`src/common/metering_regs_pkg.sv`:
```
// Purpose: shared constants, types and carriers of the metering register bank
// Assumes: 32-bit APB data, 16-bit registers in the low half of each word
// Notes: register offsets are word indices; byte address is four times the index
package metering_regs_pkg;

	// ****************************************
	// bus geometry
	// ****************************************
	localparam int unsigned ADDR_W = 16;
	localparam int unsigned DATA_W = 32;
	localparam int unsigned REG_W = 16;
	localparam int unsigned IDX_W = 12;

	// ****************************************
	// register indices
	// ****************************************
	localparam logic [11:0] PROT_CFG3_IDX = 12'h493;
	localparam logic [11:0] CROSS_PERIOD_IDX = 12'h49A;
	localparam logic [11:0] SIGN_FLAGS_IDX = 12'h49D;
	localparam logic [11:0] WAVE_CFG_IDX = 12'h4A0;
	localparam logic [11:0] SIGN_SEL_IDX = 12'h4B0;

	// ****************************************
	// field positions
	// ****************************************
	localparam int unsigned OVERCURRENT_PHASE_ENABLES_LSB = 12;
	localparam int unsigned PEAK_LSB = 2;
	localparam int unsigned PERIOD_LSB = 3;
	localparam int unsigned CROSS_LSB = 1;
	localparam int unsigned NEUTRAL_RD_BIT = 12;
	localparam int unsigned WAVE_SRC_LSB = 8;
	localparam int unsigned FILL_LSB = 6;
	localparam int unsigned SUM_SIGN_LSB = 6;
	localparam int unsigned PHASE_SIGN_LSB = 0;
	localparam int unsigned SIGN_SEL_BIT = 0;

	// ****************************************
	// reset values and writable masks
	// ****************************************
	localparam logic [15:0] PROT_CFG3_RST = 16'hF000;
	localparam logic [15:0] CROSS_PERIOD_RST = 16'h001E;
	localparam logic [15:0] WAVE_CFG_RST = 16'h0000;
	localparam logic [15:0] SIGN_SEL_RST = 16'h0000;
	localparam logic [15:0] SIGN_FLAGS_RST = 16'h0000;
	localparam logic [15:0] PROT_CFG3_MASK = 16'hF01C;
	localparam logic [15:0] CROSS_PERIOD_MASK = 16'h001E;
	localparam logic [15:0] WAVE_CFG_MASK = 16'h13C0;
	localparam logic [15:0] SIGN_SEL_MASK = 16'h0001;

	// ****************************************
	// mode encodings
	// ****************************************
	typedef enum logic [1:0] {
		PERIOD_PHASE_A = 2'h0,
		PERIOD_PHASE_B = 2'h1,
		PERIOD_PHASE_C = 2'h2,
		PERIOD_COMBINED = 2'h3
	} period_src_t;

	typedef enum logic [1:0] {
		CROSS_PHASE_A = 2'h0,
		CROSS_PHASE_B = 2'h1,
		CROSS_PHASE_C = 2'h2,
		CROSS_COMBINED = 2'h3
	} crossing_src_t;

	typedef enum logic [1:0] {
		WAVE_SINC_32K = 2'h0,
		WAVE_RSVD_01 = 2'h1,
		WAVE_SINC_LPF_8K = 2'h2,
		WAVE_RSVD_11 = 2'h3
	} wave_src_t;

	typedef enum logic [1:0] {
		FILL_STOP_FULL = 2'h0,
		FILL_CONT_TRIGGER = 2'h1,
		FILL_CENTER_TRIGGER = 2'h2,
		FILL_SAVE_ADDRESS = 2'h3
	} fill_policy_t;

	typedef enum logic [1:0] {
		BUS_IDLE = 2'h0,
		BUS_RESPOND = 2'h1
	} bus_state_t;

	// ****************************************
	// timing
	// ****************************************
	localparam int unsigned CLK_HZ = 100_000_000;
	localparam int unsigned FAST_RATE_HZ = 32_000;
	localparam int unsigned SLOW_RATE_HZ = 8_000;
	localparam int unsigned FAST_STROBE_CYCLES = CLK_HZ / FAST_RATE_HZ;
	localparam int unsigned SLOW_STROBE_CYCLES = CLK_HZ / SLOW_RATE_HZ;
	localparam int unsigned STROBE_CNT_W = 14;

	// ****************************************
	// carriers
	// ****************************************
	typedef struct packed {
		logic psel;
		logic penable;
		logic pwrite;
		logic [15:0] paddr;
		logic [31:0] pwdata;
	} apb_req_t;

	typedef struct packed {
		logic pready;
		logic pslverr;
		logic [31:0] prdata;
	} apb_rsp_t;

	typedef struct packed {
		logic [3:0] sum;
		logic [5:0] total;
		logic [5:0] fund;
	} power_signs_t;

endpackage

```
`src/verilog/sample_strobe_timer.sv`:
```
// Purpose: data-ready strobe generator at one of two sample rates
// Assumes: counts are at least two cycles
// Notes: restarts its count whenever the rate changes
`timescale 1ns/1ps
`default_nettype none
module sample_strobe_timer #(
	parameter int unsigned FAST_CYCLES = metering_regs_pkg::FAST_STROBE_CYCLES,
	parameter int unsigned SLOW_CYCLES = metering_regs_pkg::SLOW_STROBE_CYCLES
) (
	// clock and control
	input wire logic sys_clk_in,
	input wire logic srst_in,
	input wire logic ce_in,
	// rate select
	input wire logic slow_rate_in,
	// strobe
	output logic strobe_out
);

	localparam int unsigned CW = metering_regs_pkg::STROBE_CNT_W;
	localparam logic [CW-1:0] FAST_LAST = CW'(FAST_CYCLES - 1);
	localparam logic [CW-1:0] SLOW_LAST = CW'(SLOW_CYCLES - 1);

	logic [CW-1:0] count_reg;
	logic slow_reg;
	logic [CW-1:0] last;

	assign last = slow_rate_in ? SLOW_LAST : FAST_LAST;

	always_ff @(posedge sys_clk_in) begin
		if (srst_in) begin
			count_reg <= '0;
			slow_reg <= 1'b0;
			strobe_out <= 1'b0;
		end else if (ce_in) begin
			slow_reg <= slow_rate_in;
			if (slow_reg != slow_rate_in || count_reg >= last) begin
				count_reg <= '0;
			end else begin
				count_reg <= count_reg + 1'b1;
			end
			strobe_out <= (slow_reg == slow_rate_in) && (count_reg == last);
		end
	end

endmodule
`default_nettype wire

```
`src/verilog/metering_config_status_regs.sv`:
```
// Purpose: configuration and status registers of the metering core over APB
// Assumes: sign and crossing inputs come from logic on sys_clk_in
// Notes: one wait state on every transfer
//
// The APB slave port was decided locally.
`timescale 1ns/1ps
`default_nettype none
module metering_config_status_regs #(
	parameter int unsigned PERIOD_W = 32,
	parameter int unsigned SLOW_CYCLES = metering_regs_pkg::SLOW_STROBE_CYCLES
) (
	// clock, reset, enable
	input wire logic sys_clk_in,
	input wire logic srst_in,
	input wire logic ce_in,
	// register bus
	input wire metering_regs_pkg::apb_req_t apb_in,
	output metering_regs_pkg::apb_rsp_t apb_out,
	// measurement inputs
	input wire logic [PERIOD_W-1:0] phase_a_line_period_in,
	input wire logic [PERIOD_W-1:0] phase_b_line_period_in,
	input wire logic [PERIOD_W-1:0] phase_c_line_period_in,
	input wire logic [PERIOD_W-1:0] combined_line_period_in,
	input wire logic phase_a_voltage_crossing_in,
	input wire logic phase_b_voltage_crossing_in,
	input wire logic phase_c_voltage_crossing_in,
	input wire logic combined_voltage_crossing_in,
	input wire metering_regs_pkg::power_signs_t power_signs_in,
	// controls to the metering core
	output logic [3:0] overcurrent_phase_enables_out,
	output logic [2:0] peak_phase_select_out,
	output logic [PERIOD_W-1:0] selected_line_period_out,
	output logic selected_crossing_out,
	output logic neutral_wave_readout_enable_out,
	output metering_regs_pkg::wave_src_t wave_buffer_source_out,
	output metering_regs_pkg::fill_policy_t wave_fill_policy_out,
	output logic sample_ready_strobe_out
);

	// ****************************************
	// helpers
	// ****************************************
	function automatic logic [15:0] byte_addr(input logic [11:0] idx);
		byte_addr = {2'b00, idx, 2'b00};
	endfunction

	function automatic logic [15:0] masked(input logic [15:0] old_val, input logic [15:0] wr,
		input logic [15:0] mask);
		masked = (old_val & ~mask) | (wr & mask);
	endfunction

	// ****************************************
	// storage
	// ****************************************
	logic [15:0] prot_cfg3_reg;
	logic [15:0] cross_period_reg;
	logic [15:0] wave_cfg_reg;
	logic [15:0] sign_sel_reg;
	logic [15:0] sign_flags_reg;
	metering_regs_pkg::bus_state_t bus_state_reg;

	logic access;
	logic do_write;
	logic [15:0] wdata;
	logic hit_cfg3;
	logic hit_cross;
	logic hit_flags;
	logic hit_wave;
	logic hit_sel;
	logic mapped;
	logic [15:0] rd_val;
	metering_regs_pkg::period_src_t period_sel;
	metering_regs_pkg::crossing_src_t cross_sel;
	metering_regs_pkg::wave_src_t wave_src;

	// ****************************************
	// address decode
	// ****************************************
	assign access = apb_in.psel && apb_in.penable;
	assign wdata = apb_in.pwdata[15:0];
	assign hit_cfg3 = apb_in.paddr == byte_addr(metering_regs_pkg::PROT_CFG3_IDX);
	assign hit_cross = apb_in.paddr == byte_addr(metering_regs_pkg::CROSS_PERIOD_IDX);
	assign hit_flags = apb_in.paddr == byte_addr(metering_regs_pkg::SIGN_FLAGS_IDX);
	assign hit_wave = apb_in.paddr == byte_addr(metering_regs_pkg::WAVE_CFG_IDX);
	assign hit_sel = apb_in.paddr == byte_addr(metering_regs_pkg::SIGN_SEL_IDX);
	assign mapped = hit_cfg3 || hit_cross || hit_flags || hit_wave || hit_sel;
	assign do_write = access && apb_in.pwrite && (bus_state_reg == metering_regs_pkg::BUS_RESPOND);

	always_comb begin
		rd_val = 16'h0000;
		if (hit_cfg3) begin
			rd_val = prot_cfg3_reg;
		end else if (hit_cross) begin
			rd_val = cross_period_reg;
		end else if (hit_flags) begin
			rd_val = sign_flags_reg;
		end else if (hit_wave) begin
			rd_val = wave_cfg_reg;
		end else if (hit_sel) begin
			rd_val = sign_sel_reg;
		end
	end

	// ****************************************
	// bus handshake
	// ****************************************
	always_ff @(posedge sys_clk_in) begin
		if (srst_in) begin
			bus_state_reg <= metering_regs_pkg::BUS_IDLE;
			apb_out <= '0;
		end else if (ce_in) begin
			unique case (bus_state_reg)
				metering_regs_pkg::BUS_IDLE: begin
					apb_out.pready <= 1'b0;
					apb_out.pslverr <= 1'b0;
					if (access) begin
						bus_state_reg <= metering_regs_pkg::BUS_RESPOND;
						apb_out.pready <= 1'b1;
						apb_out.pslverr <= !mapped;
						apb_out.prdata <= {16'h0000, rd_val};
					end
				end
				metering_regs_pkg::BUS_RESPOND: begin
					bus_state_reg <= metering_regs_pkg::BUS_IDLE;
					apb_out.pready <= 1'b0;
					apb_out.pslverr <= 1'b0;
				end
			endcase
		end
	end

	// ****************************************
	// writable registers
	// ****************************************
	always_ff @(posedge sys_clk_in) begin
		if (srst_in) begin
			prot_cfg3_reg <= metering_regs_pkg::PROT_CFG3_RST;
		end else if (ce_in && do_write && hit_cfg3) begin
			prot_cfg3_reg <= masked(prot_cfg3_reg, wdata, metering_regs_pkg::PROT_CFG3_MASK);
		end
	end

	always_ff @(posedge sys_clk_in) begin
		if (srst_in) begin
			cross_period_reg <= metering_regs_pkg::CROSS_PERIOD_RST;
		end else if (ce_in && do_write && hit_cross) begin
			cross_period_reg <= masked(cross_period_reg, wdata,
				metering_regs_pkg::CROSS_PERIOD_MASK);
		end
	end

	always_ff @(posedge sys_clk_in) begin
		if (srst_in) begin
			wave_cfg_reg <= metering_regs_pkg::WAVE_CFG_RST;
		end else if (ce_in && do_write && hit_wave) begin
			wave_cfg_reg <= masked(wave_cfg_reg, wdata, metering_regs_pkg::WAVE_CFG_MASK);
		end
	end

	always_ff @(posedge sys_clk_in) begin
		if (srst_in) begin
			sign_sel_reg <= metering_regs_pkg::SIGN_SEL_RST;
		end else if (ce_in && do_write && hit_sel) begin
			sign_sel_reg <= masked(sign_sel_reg, wdata, metering_regs_pkg::SIGN_SEL_MASK);
		end
	end

	// ****************************************
	// sign flags, read only
	// ****************************************
	always_ff @(posedge sys_clk_in) begin
		if (srst_in) begin
			sign_flags_reg <= metering_regs_pkg::SIGN_FLAGS_RST;
		end else if (ce_in) begin
			sign_flags_reg <= 16'h0000;
			sign_flags_reg[metering_regs_pkg::SUM_SIGN_LSB +: 4] <= power_signs_in.sum;
			if (sign_sel_reg[metering_regs_pkg::SIGN_SEL_BIT]) begin
				sign_flags_reg[metering_regs_pkg::PHASE_SIGN_LSB +: 6] <= power_signs_in.fund;
			end else begin
				sign_flags_reg[metering_regs_pkg::PHASE_SIGN_LSB +: 6] <= power_signs_in.total;
			end
		end
	end

	// ****************************************
	// source selection
	// ****************************************
	assign period_sel = metering_regs_pkg::period_src_t'(
		cross_period_reg[metering_regs_pkg::PERIOD_LSB +: 2]);
	assign cross_sel = metering_regs_pkg::crossing_src_t'(
		cross_period_reg[metering_regs_pkg::CROSS_LSB +: 2]);
	assign wave_src = metering_regs_pkg::wave_src_t'(
		wave_cfg_reg[metering_regs_pkg::WAVE_SRC_LSB +: 2]);

	always_ff @(posedge sys_clk_in) begin
		if (srst_in) begin
			selected_line_period_out <= '0;
		end else if (ce_in) begin
			unique case (period_sel)
				metering_regs_pkg::PERIOD_PHASE_A: selected_line_period_out <= phase_a_line_period_in;
				metering_regs_pkg::PERIOD_PHASE_B: selected_line_period_out <= phase_b_line_period_in;
				metering_regs_pkg::PERIOD_PHASE_C: selected_line_period_out <= phase_c_line_period_in;
				metering_regs_pkg::PERIOD_COMBINED: selected_line_period_out <= combined_line_period_in;
			endcase
		end
	end

	always_ff @(posedge sys_clk_in) begin
		if (srst_in) begin
			selected_crossing_out <= 1'b0;
		end else if (ce_in) begin
			unique case (cross_sel)
				metering_regs_pkg::CROSS_PHASE_A: selected_crossing_out <= phase_a_voltage_crossing_in;
				metering_regs_pkg::CROSS_PHASE_B: selected_crossing_out <= phase_b_voltage_crossing_in;
				metering_regs_pkg::CROSS_PHASE_C: selected_crossing_out <= phase_c_voltage_crossing_in;
				metering_regs_pkg::CROSS_COMBINED: selected_crossing_out <= combined_voltage_crossing_in;
			endcase
		end
	end

	// ****************************************
	// control outputs
	// ****************************************
	always_ff @(posedge sys_clk_in) begin
		if (srst_in) begin
			overcurrent_phase_enables_out <= 4'hF;
			peak_phase_select_out <= 3'h0;
			neutral_wave_readout_enable_out <= 1'b0;
			wave_buffer_source_out <= metering_regs_pkg::WAVE_SINC_32K;
			wave_fill_policy_out <= metering_regs_pkg::FILL_STOP_FULL;
		end else if (ce_in) begin
			// bit 0 phase A, 1 phase B, 2 phase C, 3 neutral
			overcurrent_phase_enables_out <= prot_cfg3_reg[metering_regs_pkg::OVERCURRENT_PHASE_ENABLES_LSB +: 4];
			peak_phase_select_out <= prot_cfg3_reg[metering_regs_pkg::PEAK_LSB +: 3];
			neutral_wave_readout_enable_out <= wave_cfg_reg[metering_regs_pkg::NEUTRAL_RD_BIT];
			wave_buffer_source_out <= wave_src;
			wave_fill_policy_out <= metering_regs_pkg::fill_policy_t'(
				wave_cfg_reg[metering_regs_pkg::FILL_LSB +: 2]);
		end
	end

	// ****************************************
	// data-ready strobe
	// ****************************************
	sample_strobe_timer #(
		.FAST_CYCLES(metering_regs_pkg::FAST_STROBE_CYCLES),
		.SLOW_CYCLES(SLOW_CYCLES)
	) u_strobe (
		.sys_clk_in(sys_clk_in),
		.srst_in(srst_in),
		.ce_in(ce_in),
		.slow_rate_in(wave_src == metering_regs_pkg::WAVE_SINC_LPF_8K),
		.strobe_out(sample_ready_strobe_out)
	);

endmodule
`default_nettype wire

```
`config.mk`:
```
export PLATFORM = sky130hd
export DESIGN_NAME = metering_config_status_regs
export DESIGN_NICKNAME = d
export VERILOG_FILES = /design/src/common/metering_regs_pkg.sv /design/src/verilog/sample_strobe_timer.sv /design/src/verilog/metering_config_status_regs.sv
export SDC_FILE = /design/constraint.sdc
export NUM_CORES = 1
export LEC_CHECK = 0
export BUFFER_PORTS_ARGS = -buffer_cell sky130_fd_sc_hd__buf_2
export CAP_MARGIN = 30
export CORE_ASPECT_RATIO = 1.1
export CORE_MARGIN = 4
export CORE_UTILIZATION = 42
export DETAILED_ROUTE_END_ITERATION = 16
export GPL_TIMING_DRIVEN = 0
export PLACE_DENSITY = 0.85
export SETUP_SLACK_MARGIN = 0.15
export SYNTH_ARGS = -nofsm -noshare
export SYNTH_HDL_FRONTEND = slang
export SYNTH_HIERARCHICAL = 1
export SYNTH_SLANG_ARGS = --single-unit
```
`constraint.sdc`:
```
create_clock -name sys_clk_in -period 2.6 [get_ports sys_clk_in]
set_input_delay 0 -clock sys_clk_in [delete_from_list [all_inputs] [get_ports sys_clk_in]]
set_output_delay 0 -clock sys_clk_in [all_outputs]
set_load 0.01 [all_outputs]
```
== Word level (Yosys, flattened, before mapping) ==
Cells that the tools add are included.
Widths: inputs -> output; s select.

* Bits in latches: 0
* Output and inout port bits: 80
* Logic and storage cells: 76
* Memories kept: 0
* Memory bits (writable): 0
* ROM bits: 0
* Bits of input ports: 202
* Register bits after elaboration: 155

* Div/mod/pow operators: 0
* Reduce and logical (&&, ||, !) cells: 20
* Equality and inequality tests: 17
* Muxes and demuxes: 14
* Add/sub/neg operators: 1
* Bitwise gates (word level): 4
* Shift-type cells: 0
* Multiply operators: 0
* $lt $le $gt $ge: 1

{| class="wikitable"
|+ Operators by type and width
! operator !! count
|-
| $pmux 32 s4 || 1
|-
| $eq 16x13->1 const B || 5
|-
| $mux 16 || 5
|-
| $mux 34 || 1
|-
| $mux 14 || 2
|-
| $or 12x16->16 || 1
|-
| $or 16x1->16 || 1
|-
| $or 16x13->16 || 1
|-
| $or 16x5->16 || 1
|-
| $add 14x1->14 const B || 1
|-
| $eq 14x14->1 || 1
|-
| $ge 14x14->1 || 1
|-
| $eq 2x2->1 const B || 5
|-
| $logic_and 1x1->1 || 9
|-
| $pmux 2 s2 || 2
|-
| $eq 2x1->1 const B || 3
|-
| $logic_not 2->1 || 3
|-
| $mux 6 || 1
|-
| $logic_or 1x1->1 || 5
|-
| $pmux 1 s4 || 1
|-
| $reduce_and 3->1 || 1
|-
| $mux 2 || 1
|-
| $ne 2x2->1 const B || 1
|-
| $reduce_and 2->1 || 1
|-
| 3 further kinds || 3
|}

== Longest topological paths before layout ==
* Word-level depth: 8
* Depth in mapped cells: 9
* Gate-level depth less buffers: 8

== Cells and area by module ==
Netlist, hierarchy kept.

{| class="wikitable"
|+ Modules (own cells, without submodules)
! module !! cells each !! times used !! area each (µm²) !! seq. area each (µm²)
|-
| metering_config_status_regs || 432 || 1 || 4,453.0 || 1,801.7
|-
| sample_strobe_timer || 111 || 1 || 1,044.8 || 320.3
|}

== Least setup slack after synthesis ==
OpenSTA, ideal clock, no wires.

* Kind: register to register
* Start: register wave_cfg_reg[9]
* End: register u_strobe.count_reg[10]
* Path slack: 51 ps
* Stages on the path, launching flop included: 10
* Data arrival time: 2,414 ps
* Required time: 2,465 ps
* Library setup time: 135 ps
* Clock period less this slack: 2,549 ps
* Cell sequence: dfxtp_1 -> nor2b_1 -> inv_1 -> ha_1 -> nand4_1 -> nor4_1 -> o31ai_2 -> a31oi_1 -> buf_6 -> nor3_2

* Longest elaborated chain between the ends: 5
* Elaborated cells on any way between the ends: 6
* Classes of those cells: order compare (1); eq/ne (2); mux (2); reduce/logical (1)

{| class="wikitable"
|+ Ends and longest elaborated chain
! element !! line !! text
|-
| from (decl) || metering_config_status_regs.sv:57 || <nowiki>logic [15:0] wave_cfg_reg;</nowiki>
|-
| from (signal assigned) || metering_config_status_regs.sv:154 || <nowiki>wave_cfg_reg <= metering_regs_pkg::WAVE_CFG_RST;</nowiki>
|-
| from (signal assigned) || metering_config_status_regs.sv:156 || <nowiki>wave_cfg_reg <= masked(wave_cfg_reg, wdata, metering_regs_pkg::WAVE_CFG_MASK);</nowiki>
|-
| $eq 2x2->1 (*) || metering_config_status_regs.sv:252 || <nowiki>.slow_rate_in(wave_src == metering_regs_pkg::WAVE_SINC_LPF_8K),</nowiki>
|-
| $mux 14 || sample_strobe_timer.sv:28 || <nowiki>assign last = slow_rate_in ? SLOW_LAST : FAST_LAST;</nowiki>
|-
| $ge 14x14->1 || sample_strobe_timer.sv:37 || <nowiki>if (slow_reg != slow_rate_in || count_reg >= last) begin</nowiki>
|-
| $logic_or 1x1->1 (*) || sample_strobe_timer.sv:37 ||
|-
| $mux 14 (*) || sample_strobe_timer.sv:37 ||
|-
| to (signal assigned) || sample_strobe_timer.sv:40 || <nowiki>count_reg <= count_reg + 1'b1;</nowiki>
|-
| to (decl) || sample_strobe_timer.sv:24 || <nowiki>logic [CW-1:0] count_reg;</nowiki>
|}

Every way passes the cells marked *; elsewhere a longest branch is shown, timed or not.
A chain may end at the register's enable or synchronous reset.

== Worst setup path in the final report ==
* Start: register wave_cfg_reg[8]
* End: register u_strobe.count_reg[6]

Same word-level chain as after synthesis.

==> PnR_summary.wiki <==
{| class="wikitable"
! Metric !! Value
|-
| Layout cell share with drive strength beyond 1 || 41.2%
|-
| Overall die area || 15000 µm²
|-
| Remaining design rule violation count || 0
|-
| Site Rows || 43
|-
| Total power density per cell area || 464 nW/µm²
|-
| Later-pin clock latency in the skew report || 0.34 ns
|-
| Vias/cell || 5.25
|-
| Wire length of the first global-routing pass || 27400 µm
|-
| Leakage power of the design || 3.60 nW
|-
| Achievable frequency || 417 MHz
|-
| Post-layout nets || 1053
|-
| Relative contribution of sequential cells to total power || 48.4%
|-
| Count of flip-flops with a built-in enable after synthesis || 0
|-
| Result of the run || finished, final reports clean
|-
| Clock sink total || 106
|-
| Worst slew margin || 40.3%
|-
| Category of the worst setup path launch point || flop
|-
| Netlist area before placement || 5500 µm²
|-
| Cells after Synth || 543
|-
| Internal cell power || 0.00261 W
|-
| Final cell utilization of the core || 59.7%
|-
| Final critical-path share of the clock period || 92.3%
|-
| CP Data Required Time || 2.82 ns
|-
| Global-route congestion overflow total || 0
|-
| IR drop worst, VDD || 0.289 mV
|-
| Period minus WS final || 2.40 ns
|-
| Maximum number of pins on one net before global-route repair || 20
|-
| Number of levels in the clock H-tree || 3
|-
| Flip-flop count of the largest register after layout || 32
|-
| Setup repair after global routing missed its margin || false
|-
| Total number of vias || 5270
|-
| Syn Area/Cell || 10.1 µm²
|-
| Critical path type || flop to flop
|-
| Share of Yosys cell area claimed by the top area cell type || 38.6%
|-
| Largest clock skew in the final design || 0.00769 ns
|-
| Die boundary height || 128 µm
|-
| Switching fraction of total power || 25.9%
|-
| Starting Density || 43.3%
|-
| Cell chosen for the clock root || sky130_fd_sc_hd__clkbuf_16
|-
| Crit path max fanout || 7
|-
| List of cells traversed by the critical path || nor2b_4 -> buf_4 -> ha_1 -> nand4_1 -> buf_4 -> nor4_4 -> nor4_4 -> a31oi_4 -> buf_4 -> nor3_2
|-
| Max_cap viols || 0
|-
| I/O pins || 282
|-
| Synth-to-layout area growth || 37.8%
|-
| Part of the power in combinational logic || 14.3%
|-
| Final-report max-slew violation count || 0
|-
| Overall track demand over capacity in global routing || 23.9%
|-
| ANT nets after route || 0
|-
| Crit. End Element || flop
|-
| Number of warning messages in the yosys log || 6
|-
| Horizontal extent of the die || 117 µm
|-
| Cell family with most CP delay || simple AND/OR/NAND/NOR gates
|-
| Clock power frac || 37.3%
|-
| Number of detailed-route iterations in the first pass || 4
|-
| Final HPWL DP || 14800 µm
|-
| Most repeated cell in the gate-level netlist after synthesis || sky130_fd_sc_hd__dfxtp_1
|-
| Clock transition at the register clock pins on the worst setup and hold paths after CTS || 0.07 ns
|-
| Most numerous cell types in the synthesized netlist || sky130_fd_sc_hd__dfxtp_1 (106), sky130_fd_sc_hd__nor2_1 (91), sky130_fd_sc_hd__mux2i_1 (61)
|-
| Average wire per cell in the routed design || 18.2 µm
|-
| Fill cell count || 1088
|-
| Maximum clock insertion buffer count || 2
|-
| Clock buffers created by TritonCTS || 9
|-
| RR Startpoint || wave_cfg_reg[8]
|-
| Min-Delay Path Class || input pin to flop
|-
| Data arrival, critical path || 2.62 ns
|-
| Slowest cell on crit path || sky130_fd_sc_hd__dfxtp_1
|-
| Vias in the first global route || 5438
|-
| Final number of setup-violating endpoints || 0
|-
| Initial drt markers || 290
|-
| Number of antenna violations at the first check in global routing || 1
|-
| Share of synthesized flip-flops with an asynchronous set or reset || 0%
|-
| Net switching power || 0.000912 W
|-
| Max stage delay on crit path || 0.44 ns
|-
| I/O Buffers || 246
|-
| Count of unique library cells instantiated by Yosys || 52
|-
| Flip-flop cell with the highest count after synthesis || sky130_fd_sc_hd__dfxtp_1
|-
| Cell mode on critical path || sky130_fd_sc_hd__buf_4
|-
| Synthesis-stage register bit count || 106
|-
| Biggest area contributors in the synthesized netlist || sky130_fd_sc_hd__dfxtp_1 (39%), sky130_fd_sc_hd__mux4_2 (14%), sky130_fd_sc_hd__mux2i_1 (11%)
|-
| Number of hold violations in the final report || 0
|-
| Register-to-Register Setup Slack || 0.20 ns
|-
| Worst-Margin Slew || 0.889 ns
|-
| Launch point of the worst hold path || power_signs_in[8]
|-
| Clock tree from TritonCTS || done
|-
| Start point of the critical path || wave_cfg_reg[8]
|-
| Detailed Route WL || 18200 µm
|-
| Final estimated routing congestion in global placement || 0.844
|-
| Area inside the core boundary || 12700 µm²
|-
| Sequential element share of the synthesized area || 38.6%
|-
| Total power consumption of the routed design || 0.00352 W
|-
| Largest area contributor in the synthesized netlist || sky130_fd_sc_hd__dfxtp_1
|-
| Final-layout worst hold slack || 0.0173 ns
|-
| WP buf/inv || 3
|}
## worst reg2reg max path: cells and delay by family, from the launching register on
kind | cells | cell delay, ns
AND/OR/NAND/NOR | 5 | 0.71
buffers and inverters | 3 | 0.57
flip-flops | 1 | 0.44
adder cells (fa/ha/maj) | 1 | 0.31
AO/OA/AOI/OAI | 1 | 0.26
## per-stage QoR
stage               instance area, µm²  worst slack [ns]  std cells  setup TNS [ns]
finish                            7580             0.199       1003               0
global route                      7570            0.0922       1002               0
CTS                               7490             0.163        996               0
detailed placement                6980            -0.308        961           -3.09
global placement                  6980            -0.248        961           -2.48
floorplan                         5560             0.215        558               0
## layout make-up
class	count	area (µm²)	share of cell area (%)
multi-input combinational	389	3190	42.2
inverter	14	52.6	0.694
clock buffer	9	225	2.97
sequential	106	2120	28.0
clock inverter	7	60.1	0.793
buffer	49	259	3.42
timing repair buffer	271	1460	19.3
tap	157	196	2.59
antenna	1	2.50	0.0330
## power by group through the flow
stage	logic (W)	registers, W	clock network [W]
2_1_floorplan	0.000220	0.00175	0
3_3_place_gp	0.000464	0.00174	0
3_5_place_dp	0.000478	0.00174	0
4_1_cts	0.000502	0.00170	0.00134
5_1_grt	0.000548	0.00171	0.00142
6_report	0.000503	0.00170	0.00131
## final timing paths
kind / end / cells past startpoint
min reg2reg: apb_out[9] / 2
min: sign_flags_reg[2] / 3
max reg2reg: u_strobe/count_reg[6] / 10
max: u_strobe/count_reg[6] / 10
## kinds of logic (layout without fill, tap and decap cells)
group	after synthesis	after routing	synth area share [%]
AND/OR/NAND/NOR	194	194	18.6
flip-flops	106	106	38.6
multiplexers	94	94	24.6
buffers and inverters	63	350	5.67
AO/OA/AOI/OAI	62	62	7.99
XOR/XNOR	12	12	1.91
adder cells (fa/ha/maj)	11	11	2.50
other	1	17	0.0682
## cell usage in the layout, fill, tap and decap left out, types with 10 or more instances in the layout
cell	instances
sky130_fd_sc_hd__nor2_1	91
sky130_fd_sc_hd__buf_4	24
sky130_fd_sc_hd__mux2i_1	61
sky130_fd_sc_hd__dlygate4sd3_1	18
sky130_fd_sc_hd__dfxtp_1	106
sky130_fd_sc_hd__ha_1	10
sky130_fd_sc_hd__conb_1	16
sky130_fd_sc_hd__nand2_1	23
sky130_fd_sc_hd__mux4_2	33
sky130_fd_sc_hd__a211o_1	12
sky130_fd_sc_hd__a21oi_1	12
sky130_fd_sc_hd__clkbuf_1	25
sky130_fd_sc_hd__buf_2	249
sky130_fd_sc_hd__inv_1	13
sky130_fd_sc_hd__nor3_2	10
## timing repair
item                       4_1_cts  5_1_grt
cloned                           0        1
resized for setup                5        7
setup endpoints to repair       14       11
hold buffers                    18        0
buffers inserted                 1        5
hold endpoints to repair        20        0
pin swaps                        0        4
## layer usage
metal  routed length (µm)  global-route usage, %
met5                    0                      0
met4                  881                   11.2
met3                 1010                   4.86
met2                 9630                   43.0
met1                 6720                   26.5
Note: power is estimated with default switching activity, not from simulation.
